$ cat src/rtl/venc_pkg.sv
package venc_pkg;
  // register offsets, one aligned word each
  localparam logic [11:0] MODE_OFS    = 12'h000;
  localparam logic [11:0] TIMING0_OFS = 12'h004;
  localparam logic [11:0] TIMING1_OFS = 12'h008;
  localparam logic [11:0] PED_OFS     = 12'h00c;
  localparam logic [11:0] SCFREQ_OFS  = 12'h010;
  localparam logic [11:0] STATUS_OFS  = 12'h014;
  localparam logic [11:0] RTCFREQ_OFS = 12'h018;
  // mode register bit positions
  localparam int LUMA_LO_BIT   = 0;
  localparam int LUMA_HI_BIT   = 1;
  localparam int PAL_BIT       = 2;
  localparam int CBAR_BIT      = 3;
  localparam int CHROMA_EN_BIT = 4;
  localparam int BURST_EN_BIT  = 5;
  localparam int PINF_LO_BIT   = 6;
  localparam int PINF_HI_BIT   = 7;
  localparam int PVBI_BIT      = 8;
  localparam int WIDE16_BIT    = 9;
  localparam int SQPIX_BIT     = 10;
  // reset values
  localparam logic [31:0] MODE_RST    = 32'h0000_0030;
  localparam logic [2:0]  TIMING0_RST = 3'h0;
  localparam logic [23:0] TIMING1_RST = 24'h44_92_7e;
  localparam logic [31:0] PED_RST     = 32'h0000_0000;
  localparam logic [31:0] SCFREQ_RST  = 32'h0000_0000;
  // timing mode codes (low three bits of the timing mode register)
  localparam logic [2:0] TMODE_M0_SLAVE  = 3'h0;
  localparam logic [2:0] TMODE_M0_MASTER = 3'h1;
  // line geometry in clocks and lines
  localparam logic [11:0] NTSC_CLKS    = 12'd1716;
  localparam logic [11:0] PAL_CLKS     = 12'd1728;
  localparam logic [11:0] NTSC_SQ_CLKS = 12'd1560;
  localparam logic [11:0] PAL_SQ_CLKS  = 12'd1888;
  localparam logic [11:0] ACTIVE_CLKS  = 12'd1440;
  localparam logic [9:0]  NTSC_LINES   = 10'd525;
  localparam logic [9:0]  PAL_LINES    = 10'd625;
  localparam logic [9:0]  NTSC_F2      = 10'd264;
  localparam logic [9:0]  PAL_F2       = 10'd313;
  localparam logic [9:0]  NTSC_VBI     = 10'd19;
  localparam logic [9:0]  PAL_VBI      = 10'd22;
  localparam logic [9:0]  NTSC_EQ      = 10'd9;
  localparam logic [9:0]  PAL_EQ       = 10'd5;
  localparam logic [9:0]  PED_F1_FIRST = 10'd10;
  localparam logic [9:0]  PED_F2_FIRST = 10'd273;
  localparam logic [9:0]  PED_LINES    = 10'd16;
  // real-time control stream
  localparam int RTC_BITS      = 67;
  localparam int RTC_FREQ_BITS = 22;
  localparam int RTC_BIT_CLKS  = 2;
  localparam logic [7:0] RTC_LAST_CNT = 8'(RTC_BIT_CLKS * RTC_BITS);
  localparam logic [7:0] HOST_LAST_CNT = 8'(RTC_BIT_CLKS * (RTC_BITS + 1) - 1);
  // colour bars: pixels per bar, then {y,cb,cr} from right bar to left bar
  localparam logic [7:0] CBAR_PIX = 8'd90;
  localparam logic [7:0][23:0] CBAR_TABLE = {
    24'h10_80_80, 24'h23_d4_72, 24'h41_64_d4, 24'h54_b8_c6,
    24'h70_48_3a, 24'h83_9c_2c, 24'ha2_2c_8e, 24'heb_80_80};
  localparam logic [7:0] BLACK_Y  = 8'h10;
  localparam logic [7:0] ZERO_C   = 8'h80;
  localparam logic [7:0] CODE_FF  = 8'hff;
  localparam logic [7:0] CODE_00  = 8'h00;

  typedef enum logic [1:0] {RESP_LOWPASS, RESP_NOTCH, RESP_EXTENDED} luma_resp_type;
endpackage

$ cat src/rtl/venc_link_if.sv
`timescale 1ns/100ps
`default_nettype none
// bit 0 horizontal sync, bit 1 blank, bit 2 field/vertical sync
interface venc_link_if (
  input wire logic mclk
);
  logic [7:0] pixel_low_byte;
  logic [7:0] pixel_high_byte;
  logic       subcarrier_sync_input;
  logic [2:0] dev_tim_o;
  logic [2:0] dev_tim_oe_n;
  logic [2:0] host_tim_o;
  logic [2:0] host_tim_oe_n;
  wire logic [2:0] tim;

  // undriven timing pins float high through the board pull-up
  for (genvar i = 0; i < 3; i++) begin : g_pin
    assign tim[i] = !dev_tim_oe_n[i] ? dev_tim_o[i] :
                    (!host_tim_oe_n[i] ? host_tim_o[i] : 1'b1);
  end

  modport dev (input pixel_low_byte, pixel_high_byte, subcarrier_sync_input, tim,
               output dev_tim_o, dev_tim_oe_n);
  modport host (output pixel_low_byte, pixel_high_byte, subcarrier_sync_input,
                output host_tim_o, host_tim_oe_n, input tim);
endinterface
`default_nettype wire

$ cat src/rtl/venc_device_end.sv
`timescale 1ns/100ps
`default_nettype none
module venc_device_end (
  input  wire logic                   mclk,
  input  wire logic                   rst_n,
  input  wire logic                   psel,
  input  wire logic                   penable,
  input  wire logic                   pwrite,
  input  wire logic [11:0]            paddr,
  input  wire logic [31:0]            pwdata,
  output logic [31:0]                 prdata,
  output logic                        pready,
  output logic                        pslverr,
  venc_link_if.dev                    link,
  output logic [7:0]                  y_out,
  output logic [7:0]                  cb_out,
  output logic [7:0]                  cr_out,
  output logic                        pix_valid,
  output venc_pkg::luma_resp_type     luma_resp,
  output logic                        chroma_wide,
  output logic                        sync_out,
  output logic                        eq_pulse,
  output logic                        burst_gate,
  output logic                        setup_on,
  output logic                        colour_on,
  output logic                        sc_phase_reset,
  output logic [31:0]                 sc_freq,
  output logic [2:0]                  field_seq
);
  import venc_pkg::*;

  typedef struct packed {
    logic [31:0]   mode;
    logic [2:0]    tmode;
    logic [23:0]   tim1;
    logic [31:0]   ped;
    logic [31:0]   scfreq;
    logic [31:0]   prdata;
    logic          pready;
    logic          pslverr;
    logic [11:0]   hcnt;
    logic [9:0]    line;
    logic          hb;
    logic          vb;
    logic          fb;
    logic [7:0]    b1;
    logic [7:0]    b2;
    logic [7:0]    b3;
    logic          ld16;
    logic [1:0]    phase;
    logic [7:0]    cbh;
    logic [7:0]    crh;
    logic [7:0]    bar_cnt;
    logic [2:0]    bar;
    logic [7:0]    y;
    logic [7:0]    cb;
    logic [7:0]    cr;
    logic          pv;
    logic [2:0]    tim_o;
    logic [2:0]    tim_oe_n;
    logic          sc_d;
    logic          sc_pend;
    logic          sc_rst;
    logic [2:0]    fseq;
    logic          rtc_busy;
    logic [7:0]    rtc_cnt;
    logic [66:0]   rtc_sh;
    logic [21:0]   rtc_freq;
    logic          rtc_new;
    logic [31:0]   sc_freq;
    luma_resp_type resp;
    logic          cwide;
    logic          sync;
    logic          eq;
    logic          burst;
    logic          setup;
  } dev_state_type;

  dev_state_type s_ff, nxt_s;

  logic        pal, sq, wide16, load, code_hit, newline, newfield, vbi, eqline;
  logic        in_active, pass_vbi, sc_rise, rd_hit;
  logic [1:0]  pinf;
  logic [11:0] line_len, half, bs, be;
  logic [9:0]  lines, f2, vbi_n, eq_n, ped_idx;
  logic [7:0]  byte_in, cy, ccb, ccr;
  logic [31:0] rd_val;
  logic [66:0] rtc_next;

  ////////////////////////////////////////////////////////////////////////////
  // geometry chosen by standard and pixel rate
  always_comb begin
    pal      = s_ff.mode[PAL_BIT];
    sq       = s_ff.mode[SQPIX_BIT];
    wide16   = s_ff.mode[WIDE16_BIT];
    pinf     = {s_ff.mode[PINF_HI_BIT], s_ff.mode[PINF_LO_BIT]};
    line_len = pal ? (sq ? PAL_SQ_CLKS : PAL_CLKS) : (sq ? NTSC_SQ_CLKS : NTSC_CLKS);
    half     = {1'b0, line_len[11:1]};
    lines    = pal ? PAL_LINES : NTSC_LINES;
    f2       = pal ? PAL_F2 : NTSC_F2;
    vbi_n    = pal ? PAL_VBI : NTSC_VBI;
    eq_n     = pal ? PAL_EQ : NTSC_EQ;
    vbi      = (s_ff.line <= vbi_n) || (s_ff.line >= f2 && s_ff.line < f2 + vbi_n);
    eqline   = (s_ff.line <= eq_n) || (s_ff.line >= f2 && s_ff.line < f2 + eq_n);
    ped_idx  = (s_ff.line >= PED_F2_FIRST) ? s_ff.line - PED_F2_FIRST + PED_LINES
                                           : s_ff.line - PED_F1_FIRST;
    bs       = {4'h0, s_ff.tim1[15:8]};
    be       = bs + {4'h0, s_ff.tim1[23:16]};
    byte_in  = link.pixel_low_byte;
    load     = !wide16 || s_ff.ld16;
    code_hit = load && s_ff.b3 == CODE_FF && s_ff.b2 == CODE_00 && s_ff.b1 == CODE_00;
    newline  = s_ff.hcnt == 12'h000;
    newfield = newline && (s_ff.line == 10'd1 || s_ff.line == f2);
    sc_rise  = link.subcarrier_sync_input && !s_ff.sc_d;
    in_active = !s_ff.hb;
    // equalization lines stay blanked; other VBI lines carry data if asked
    pass_vbi = s_ff.mode[PVBI_BIT] && !eqline;
    rtc_next = {link.subcarrier_sync_input, s_ff.rtc_sh[66:1]};
  end

  // register decode and read data
  always_comb begin
    rd_hit = 1'b1;
    unique case (paddr)
      MODE_OFS:    rd_val = s_ff.mode;
      TIMING0_OFS: rd_val = {29'h0, s_ff.tmode};
      TIMING1_OFS: rd_val = {8'h0, s_ff.tim1};
      PED_OFS:     rd_val = s_ff.ped;
      SCFREQ_OFS:  rd_val = s_ff.scfreq;
      STATUS_OFS:  rd_val = {4'h0, s_ff.fseq, s_ff.fb, s_ff.vb, s_ff.hb, s_ff.line, s_ff.hcnt};
      RTCFREQ_OFS: rd_val = {10'h0, s_ff.rtc_freq};
      default: begin
        rd_val = 32'h0;
        rd_hit = 1'b0;
      end
    endcase
  end

  // pixel path: capture, then colour bars, chroma and blanking
  always_comb begin
    cy  = byte_in;
    ccb = s_ff.cbh;
    ccr = s_ff.crh;
    if (wide16) begin
      ccb = s_ff.phase[0] ? s_ff.cbh : link.pixel_high_byte;
      ccr = s_ff.phase[0] ? link.pixel_high_byte : s_ff.crh;
    end
    if (s_ff.mode[CBAR_BIT]) begin
      {cy, ccb, ccr} = CBAR_TABLE[s_ff.bar];
    end
    if (!s_ff.mode[CHROMA_EN_BIT]) begin
      ccb = ZERO_C;
      ccr = ZERO_C;
    end
    if (s_ff.vb && !pass_vbi) begin
      cy  = BLACK_Y;
      ccb = ZERO_C;
      ccr = ZERO_C;
    end
  end

  ////////////////////////////////////////////////////////////////////////////
  // next state
  always_comb begin
    nxt_s = s_ff;
    nxt_s.sc_rst = 1'b0;
    nxt_s.pv = 1'b0;
    nxt_s.ld16 = !s_ff.ld16;
    // apb: data is prepared in the setup cycle, so no wait states
    nxt_s.pready = psel && !penable;
    if (psel && !penable) begin
      nxt_s.prdata  = rd_val;
      nxt_s.pslverr = !rd_hit;
    end
    if (psel && penable && s_ff.pready && pwrite && rd_hit) begin
      unique case (paddr)
        MODE_OFS:    nxt_s.mode = pwdata;
        TIMING0_OFS: nxt_s.tmode = pwdata[2:0];
        TIMING1_OFS: nxt_s.tim1 = pwdata[23:0];
        PED_OFS:     nxt_s.ped = pwdata;
        SCFREQ_OFS:  nxt_s.scfreq = pwdata;
        default:     nxt_s.mode = s_ff.mode;
      endcase
    end

    // line and field position
    // a shorter line picked mid-line wraps at once instead of running to 4095
    nxt_s.hcnt = (s_ff.hcnt >= line_len - 12'h001) ? 12'h000 : s_ff.hcnt + 12'h001;
    if (s_ff.tmode == TMODE_M0_MASTER) begin
      if (newline) begin
        nxt_s.line = (s_ff.line >= lines) ? 10'd1 : s_ff.line + 10'd1;
      end
      nxt_s.hb = nxt_s.hcnt < line_len - ACTIVE_CLKS;
      nxt_s.vb = vbi;
      nxt_s.fb = s_ff.line >= f2;
    end else if (code_hit && s_ff.tmode == TMODE_M0_SLAVE) begin
      nxt_s.hb = byte_in[4];
      nxt_s.vb = byte_in[5];
      nxt_s.fb = byte_in[6];
      if (byte_in[4]) begin
        nxt_s.hcnt = 12'h000;
        nxt_s.line = (s_ff.fb && !byte_in[6]) ? 10'd1 : s_ff.line + 10'd1;
      end
    end
    if (load) begin
      nxt_s.b1 = byte_in;
      nxt_s.b2 = s_ff.b1;
      nxt_s.b3 = s_ff.b2;
    end

    // pixel capture restarts at every timing code and at each active line start
    if ((s_ff.hb && !nxt_s.hb) || code_hit) begin
      nxt_s.phase   = 2'h0;
      nxt_s.bar     = 3'h0;
      nxt_s.bar_cnt = 8'h00;
    // 00 and ff are reserved for timing codes, so the code preamble is never a pixel
    end else if (in_active && load && !code_hit &&
                 byte_in != CODE_FF && byte_in != CODE_00) begin
      nxt_s.phase = wide16 ? {1'b0, !s_ff.phase[0]} : s_ff.phase + 2'h1;
      if (wide16 || s_ff.phase[0]) begin
        nxt_s.pv = 1'b1;
        nxt_s.y  = cy;
        nxt_s.cb = ccb;
        nxt_s.cr = ccr;
        nxt_s.bar_cnt = (s_ff.bar_cnt == CBAR_PIX - 8'h01) ? 8'h00 : s_ff.bar_cnt + 8'h01;
        if (s_ff.bar_cnt == CBAR_PIX - 8'h01) begin
          nxt_s.bar = s_ff.bar + 3'h1;
        end
      end
      if (wide16) begin
        if (s_ff.phase[0]) nxt_s.crh = link.pixel_high_byte;
        else nxt_s.cbh = link.pixel_high_byte;
      end else if (s_ff.phase == 2'h0) begin
        nxt_s.cbh = byte_in;
      end else if (s_ff.phase == 2'h2) begin
        nxt_s.crh = byte_in;
      end
    end

    // timing pins: enables low only while mastering
    if (s_ff.tmode == TMODE_M0_MASTER) begin
      nxt_s.tim_o    = {nxt_s.fb, nxt_s.vb, nxt_s.hb};
      nxt_s.tim_oe_n = 3'h0;
    end else begin
      nxt_s.tim_o    = 3'h0;
      nxt_s.tim_oe_n = 3'h7;
    end

    // waveform markers for the analog stage
    nxt_s.sync  = s_ff.hcnt < {4'h0, s_ff.tim1[7:0]};
    nxt_s.eq    = eqline && s_ff.hcnt >= half && s_ff.hcnt < half + {4'h0, s_ff.tim1[7:0]};
    nxt_s.burst = s_ff.mode[BURST_EN_BIT] && !eqline &&
                  s_ff.hcnt >= bs && s_ff.hcnt < be;
    if ((s_ff.line >= PED_F1_FIRST && s_ff.line < PED_F1_FIRST + PED_LINES) ||
        (s_ff.line >= PED_F2_FIRST && s_ff.line < PED_F2_FIRST + PED_LINES)) begin
      nxt_s.setup = !pal && s_ff.ped[ped_idx[4:0]];
    end else begin
      nxt_s.setup = !pal && !vbi;
    end
    unique case ({s_ff.mode[LUMA_HI_BIT], s_ff.mode[LUMA_LO_BIT]})
      2'b01:   nxt_s.resp = RESP_NOTCH;
      2'b10:   nxt_s.resp = RESP_EXTENDED;
      default: nxt_s.resp = RESP_LOWPASS;
    endcase
    nxt_s.cwide = pal;

    // subcarrier reset: a new request in the clearing cycle is kept
    nxt_s.sc_d    = link.subcarrier_sync_input;
    nxt_s.sc_pend = (s_ff.sc_pend && !newfield) || (pinf == 2'b01 && sc_rise);
    if (newfield) begin
      nxt_s.sc_rst = s_ff.sc_pend;
      nxt_s.fseq   = s_ff.sc_pend ? 3'h0 : (s_ff.fseq + 3'h1) & (pal ? 3'h7 : 3'h3);
    end

    // real-time stream: start bit, then one sample late in each two-clock bit
    if (!s_ff.rtc_busy) begin
      if (pinf == 2'b11 && sc_rise) begin
        nxt_s.rtc_busy = 1'b1;
        nxt_s.rtc_cnt  = 8'h00;
      end
    end else begin
      nxt_s.rtc_cnt = s_ff.rtc_cnt + 8'h01;
      if (!s_ff.rtc_cnt[0] && s_ff.rtc_cnt != 8'h00) begin
        nxt_s.rtc_sh = rtc_next;
      end
      if (s_ff.rtc_cnt == RTC_LAST_CNT) begin
        nxt_s.rtc_busy = 1'b0;
        nxt_s.rtc_freq = rtc_next[RTC_FREQ_BITS-1:0];
      end
    end
    nxt_s.rtc_new = (s_ff.rtc_new && !newline) ||
                    (s_ff.rtc_busy && s_ff.rtc_cnt == RTC_LAST_CNT);
    // stream mode ignores the programmed frequency register
    if (pinf != 2'b11) begin
      nxt_s.sc_freq = s_ff.scfreq;
    end else if (newline && s_ff.rtc_new) begin
      nxt_s.sc_freq = {s_ff.rtc_freq, 10'h000};
    end
  end

  // one register stage for all device state
  always_ff @(posedge mclk) begin
    if (!rst_n) begin
      s_ff        <= '0;
      s_ff.mode   <= MODE_RST;
      s_ff.tmode  <= TIMING0_RST;
      s_ff.tim1   <= TIMING1_RST;
      s_ff.ped    <= PED_RST;
      s_ff.scfreq <= SCFREQ_RST;
      s_ff.line   <= 10'd1;
      s_ff.tim_oe_n <= 3'h7;
    end else begin
      s_ff <= nxt_s;
    end
  end

  ////////////////////////////////////////////////////////////////////////////
  assign prdata            = s_ff.prdata;
  assign pready            = s_ff.pready;
  assign pslverr           = s_ff.pslverr;
  assign link.dev_tim_o    = s_ff.tim_o;
  assign link.dev_tim_oe_n = s_ff.tim_oe_n;
  assign y_out             = s_ff.y;
  assign cb_out            = s_ff.cb;
  assign cr_out            = s_ff.cr;
  assign pix_valid         = s_ff.pv;
  assign luma_resp         = s_ff.resp;
  assign chroma_wide       = s_ff.cwide;
  assign sync_out          = s_ff.sync;
  assign eq_pulse          = s_ff.eq;
  assign burst_gate        = s_ff.burst;
  assign setup_on          = s_ff.setup;
  assign colour_on         = s_ff.mode[CHROMA_EN_BIT];
  assign sc_phase_reset    = s_ff.sc_rst;
  assign sc_freq           = s_ff.sc_freq;
  assign field_seq         = s_ff.fseq;
endmodule
`default_nettype wire

$ cat src/flat_wrapper.sv
// flat-port wrapper written by rule: the top's interface ports become plain ports
module venc_device_end_flat import venc_pkg::*;
  (mclk, rst_n, psel, penable, pwrite, paddr, pwdata, prdata, pready, pslverr, y_out, cb_out, cr_out, pix_valid, luma_resp, chroma_wide, sync_out, eq_pulse, burst_gate, setup_on, colour_on, sc_phase_reset, sc_freq, field_seq, link_pixel_low_byte, link_pixel_high_byte, link_subcarrier_sync_input, link_dev_tim_o, link_dev_tim_oe_n);
  venc_link_if link_i (.mclk(mclk));
  input  wire logic mclk;
  input  wire logic rst_n;
  input  wire logic psel;
  input  wire logic penable;
  input  wire logic pwrite;
  input  wire logic [11:0] paddr;
  input  wire logic [31:0] pwdata;
  output logic [31:0] prdata;
  output logic pready;
  output logic pslverr;
  output logic [7:0] y_out;
  output logic [7:0] cb_out;
  output logic [7:0] cr_out;
  output logic pix_valid;
  output venc_pkg::luma_resp_type luma_resp;
  output logic chroma_wide;
  output logic sync_out;
  output logic eq_pulse;
  output logic burst_gate;
  output logic setup_on;
  output logic colour_on;
  output logic sc_phase_reset;
  output logic [31:0] sc_freq;
  output logic [2:0] field_seq;
  input wire logic [$bits(link_i.pixel_low_byte)-1:0] link_pixel_low_byte;
  input wire logic [$bits(link_i.pixel_high_byte)-1:0] link_pixel_high_byte;
  input wire logic [$bits(link_i.subcarrier_sync_input)-1:0] link_subcarrier_sync_input;
  output wire logic [$bits(link_i.dev_tim_o)-1:0] link_dev_tim_o;
  output wire logic [$bits(link_i.dev_tim_oe_n)-1:0] link_dev_tim_oe_n;
  assign link_i.pixel_low_byte = link_pixel_low_byte;
  assign link_i.pixel_high_byte = link_pixel_high_byte;
  assign link_i.subcarrier_sync_input = link_subcarrier_sync_input;
  assign link_dev_tim_o = {>>{link_i.dev_tim_o}};
  assign link_dev_tim_oe_n = {>>{link_i.dev_tim_oe_n}};
  venc_device_end u_core (.mclk(mclk), .rst_n(rst_n), .psel(psel), .penable(penable), .pwrite(pwrite), .paddr(paddr), .pwdata(pwdata), .prdata(prdata), .pready(pready), .pslverr(pslverr), .link(link_i), .y_out(y_out), .cb_out(cb_out), .cr_out(cr_out), .pix_valid(pix_valid), .luma_resp(luma_resp), .chroma_wide(chroma_wide), .sync_out(sync_out), .eq_pulse(eq_pulse), .burst_gate(burst_gate), .setup_on(setup_on), .colour_on(colour_on), .sc_phase_reset(sc_phase_reset), .sc_freq(sc_freq), .field_seq(field_seq));
endmodule
$ cat config.mk
export PLATFORM = sky130hd
export DESIGN_NAME = venc_device_end_flat
export DESIGN_NICKNAME = d
export VERILOG_FILES = /design/src/rtl/venc_pkg.sv /design/src/rtl/venc_link_if.sv /design/src/rtl/venc_device_end.sv /design/src/flat_wrapper.sv
export SDC_FILE = /design/constraint.sdc
export NUM_CORES = 1
export LEC_CHECK = 0
export BUFFER_PORTS_ARGS = -buffer_cell sky130_fd_sc_hd__buf_2
export CELL_PAD_IN_SITES_DETAIL_PLACEMENT = 0
export CELL_PAD_IN_SITES_GLOBAL_PLACEMENT = 1
export CORE_UTILIZATION = 44
export DETAILED_ROUTE_END_ITERATION = 12
export HOLD_SLACK_MARGIN = 0.1
export PLACE_DENSITY_LB_ADDON = 0.3
export REMOVE_ABC_BUFFERS = 1
export SYNTH_ARGS = -nofsm -noshare
export SYNTH_HDL_FRONTEND = slang
export SYNTH_SLANG_ARGS = --single-unit
$ cat constraint.sdc
create_clock -name mclk -period 6 [get_ports mclk]
set_input_delay 0.3 -clock mclk [delete_from_list [all_inputs] [get_ports mclk]]
set_output_delay 0.3 -clock mclk [all_outputs]
set_load 0.03 [all_outputs]
==> results by group <==
Global route
  – GRT Util Overall: 26.7%
  – First-pass GRT wire length: about 100000 um
  – Initial antenna violation count: 1
  – Gr ovfl total: 0
  – Vias in the first global route: roughly 18000
  – Largest net degree at the start of global routing: about 240

Route
  – Via-to-Cell Ratio: between 5 and 6
  – DRT Pass-1 Iters: 5
  – Antenna viol nets, final: 0
  – Vias after detailed routing: 18800
  – Avg WL per Cell: a little over 20 um
  – Total length of routed wires: about 67000 um
  – DRC: 0
  – 1st-iter DRT viols: between 1500 and 2000

Setup path
  – Top cell by count, worst path: ha_1
  – Largest stage delay, worst path: 0.46 ns
  – CP Cell Sequence: inv_1 -> ha_1 -> or2_2 -> inv_1 -> ha_1 -> nand2_1 -> nor2_1 -> o21ai_0 -> o21ai_1 -> buf_4 -> nor2_1 -> ha_1 -> a21o_1 -> a21o_1 -> a2111oi_0 -> o221a_2 -> o311ai_4 -> a21oi_1 -> inv_1 -> ha_1 -> nand3_1 -> nand2_1 -> a22oi_1 -> a21o_1
  – Arr. time, crit path: just under 6 ns
  – CP Class: reg -> reg
  – Flop-to-flop setup slack: ~0.55 ns
  – Worst path slowest cell: a21oi_1
  – R2r startpoint: u_core.s_ff[389]
  – Element type at the critical path end: register
  – Worst-path fanout max: 10
  – CP Launch Type: register
  – Req. time, crit path: roughly 6.5 ns
  – Reg2Reg Depth: 24

Pwr
  – Max VDD drop: ~0.00021 V
  – Leakage power: 9.26 nW
  – Power Density: between 200 and 300 mW/mm^2
  – Overall power: between 6 and 7 mW

Min path
  – Hold path startpoint: link_pixel_high_byte[6]
  – Hold path depth: 4
  – Worst min-delay path class: in -> reg
  – Hold Path Sink: u_core.s_ff[192]

Die
  – Die Area: around 0.05 sq mm
  – Starting density of the core: around 45%
  – Io pins: about 180
  – Die Width: roughly 220 um
  – Core Rows: between 70 and 80
  – Die Span Y: around 220 um
  – Core Region: 0.0470 sq mm

Synthesis
  – Number of distinct library cells after synthesis: 78
  – Commonest cells post-synth: 578 x nand2_1, 428 x dfxtp_1, 305 x a21oi_1, 177 x nor2_1, 152 x clkbuf_1
  – Post-Syn Area: around 0.021 sq mm
  – Syn_area_per_cell: between 8 and 9 sq um
  – Synth warn: 0
  – Most area-hungry cell type in the Yosys netlist: dfxtp_1
  – Post-synth ARST share: 0%
  – Top cells by area, synth: dfxtp_1 41%, nand2_1 10%, a21oi_1 7.2%, ha_1 6.7%, buf_4 3.7%
  – Synth Instances: around 2600
  – Yosys reg bits: about 430
  – Top_reg_cell synth: dfxtp_1
  – EDFF count, synth: 0
  – Top cell type's share of synthesized area: a little over 40%
  – Count leader, synth: nand2_1
  – Sequential-to-total area share from yosys stat: 40.5%

Clocking
  – Clk sinks: around 430
  – Inserted Clock Buffers: 48
  – CTS root buf: clkbuf_16
  – CTS tree: yes
  – CTS clk-pin slew, worst paths: around 0.06 ns
  – CTS max path bufs: 3
  – Setup repair bufs after CTS: 0
  – Latest clock arrival within the worst-skew pair: 0.59 ns
  – Htree depth: 2

Finish
  – Share of cells above drive strength 1: about an eighth
  – Syn-to-layout area delta: 13.0%
  – Filler Cells Inserted: roughly 4500
  – Antenna fix cells: 0
  – Final nets: between 2000 and 3000
  – Design area: roughly 0.024 sq mm

Timing
  – Slew headroom: under 10%
  – Worst-Margin Slew: 1.35 ns
  – Peak Freq: approximately 180 MHz
  – Fin crit share: between 90% and 100%
  – Final Slew Violations: 0
  – RSZ-0062 raised after global routing: no
  – Minimum clock period: about 5.4 ns
  – Hold Fails Final Rpt: 0
  – Final Setup Violations: 0
  – Clock skew: roughly 0.018 ns

Placement
  – Dpl cell area: roughly 0.022 sq mm
  – Routability cong.: 0.925
  – I/O Buffers: 174
  – HPWL Detailed: 46400 um

Run
  – Max Cap Viol: 0

Run status
  – Outcome: complete, no violations
==> final cells by class <==
| cell class | count | area (sq um) | area share (%) |
|---|---|---|---|
| repair buffers | 256 | 1610 | 6.72 |
| inverters | 69 | 269 | 1.13 |
| flip-flops and latches | 428 | 8570 | 35.8 |
| clock inverters | 21 | 327 | 1.37 |
| well taps | 607 | 759 | 3.18 |
| multi-input cells | 1866 | 11000 | 46.0 |
| clock buffers | 67 | 1390 | 5.79 |
==> sequential cells by signal, summed over array words and instances, names as in the netlist, 2 cells and up, named ones only <==
signal / cells
u_core.bs: 8
u_core.link.dev_tim_o: 3
u_core.prdata: 32
u_core.y_out: 8
u_core.pinf: 2
u_core.rtc_next: 66
u_core.sc_freq: 32
u_core.cb_out: 8
u_core.cr_out: 8
u_core.field_seq: 3
u_core.s_ff: 224
u_core.luma_resp: 2
==> cell families (layout without fill, tap and decap cells) <==
family          after synthesis  in the layout  share of synthesized area, %
compound gates              676            676                          20.6
buf+inv                     338            413                          7.92
fa+ha+maj                   115            115                          6.87
other cells                   1              1                        0.0177
xor+xnor                     45             45                          1.95
mux                          42             42                          2.08
simple gates                987            987                          20.1
flops                       428            428                          40.5
==> per-layer routing <==
layer / vias up / share of wire, % / wire [um] / GRT usage (%)
li1: 9157 / - / - / -
met1: 9020 / 45 / 30200 / 35.3
met2: 543 / 47 / 31800 / 45.0
met3: 92 / 5.3 / 3540 / 3.60
met4: 0 / 2.3 / 1530 / 8.30
met5: - / 0 / 0 / 0
==> worst max-delay path by stage <==
stage                                 from               end  slack, ns  cells after the start
after floorplan                      rst_n  u_core.cb_out[0]      -0.69                      4
after global placement    u_core.s_ff[389]          register       0.62                     24
after detailed placement  u_core.s_ff[389]          register       0.50                     25
after CTS                 u_core.s_ff[389]          register       0.44                     25
after global routing      u_core.s_ff[389]          register       0.14                     24
final                     u_core.s_ff[389]          register       0.55                     24
==> metrics by stage <==
| stage | instances | setup TNS (ns) | hold WS (ns) | utilization, % | setup slack (ns) |
|---|---|---|---|---|---|
| finish | 3314 | 0 | 0.167 | 50.9 | 0.555 |
| global route | 3314 | 0 | 0.170 | 50.9 | 0.139 |
| CTS | 3314 | 0 | 0.131 | 50.9 | 0.437 |
| detailed placement | 3183 | 0 | 0.428 | 46.3 | 0.500 |
| global placement | 3183 | 0 | 0.416 | 46.3 | 0.620 |
| floorplan | 2363 | -14.05 | 0.372 | - | -0.691 |
==> cell usage in the layout, fill, tap and decap left out, drive strengths merged, types with 67 or more instances in the layout <==
cell and instances:
inv 69, ha 113, a22oi 68, dfxtp 428
o21ai 81, buf 213, nor2 177, clkbuf 67
nand2 579, a21oi 305
==> where the power goes <==
group / switching, mW / internal [mW]
clock: 1.23 / 1.96
sequential: 0.0297 / 2.88
combinational: 0.198 / 0.110
total: 1.46 / 4.94
==> worst max-delay path: cells and delay by family (launching register included) <==
| family | cells | cell delay (ns) |
|---|---|---|
| buffers and inverters | 4 | 0.63 |
| DFF | 1 | 0.43 |
| adders and majority gates | 4 | 0.98 |
| AOI/OAI and AO/OA | 10 | 2.53 |
| and+or+nand+nor | 6 | 0.72 |
==> timing repair <==
action / CTS / global route
endpoints found under the hold margin: 136 / 0
gates resized for setup: 0 / 1
hold buffers: 43 / 0
endpoints found under the setup margin: 0 / 1
No activity file was read; power rests on OpenSTA's default activity.
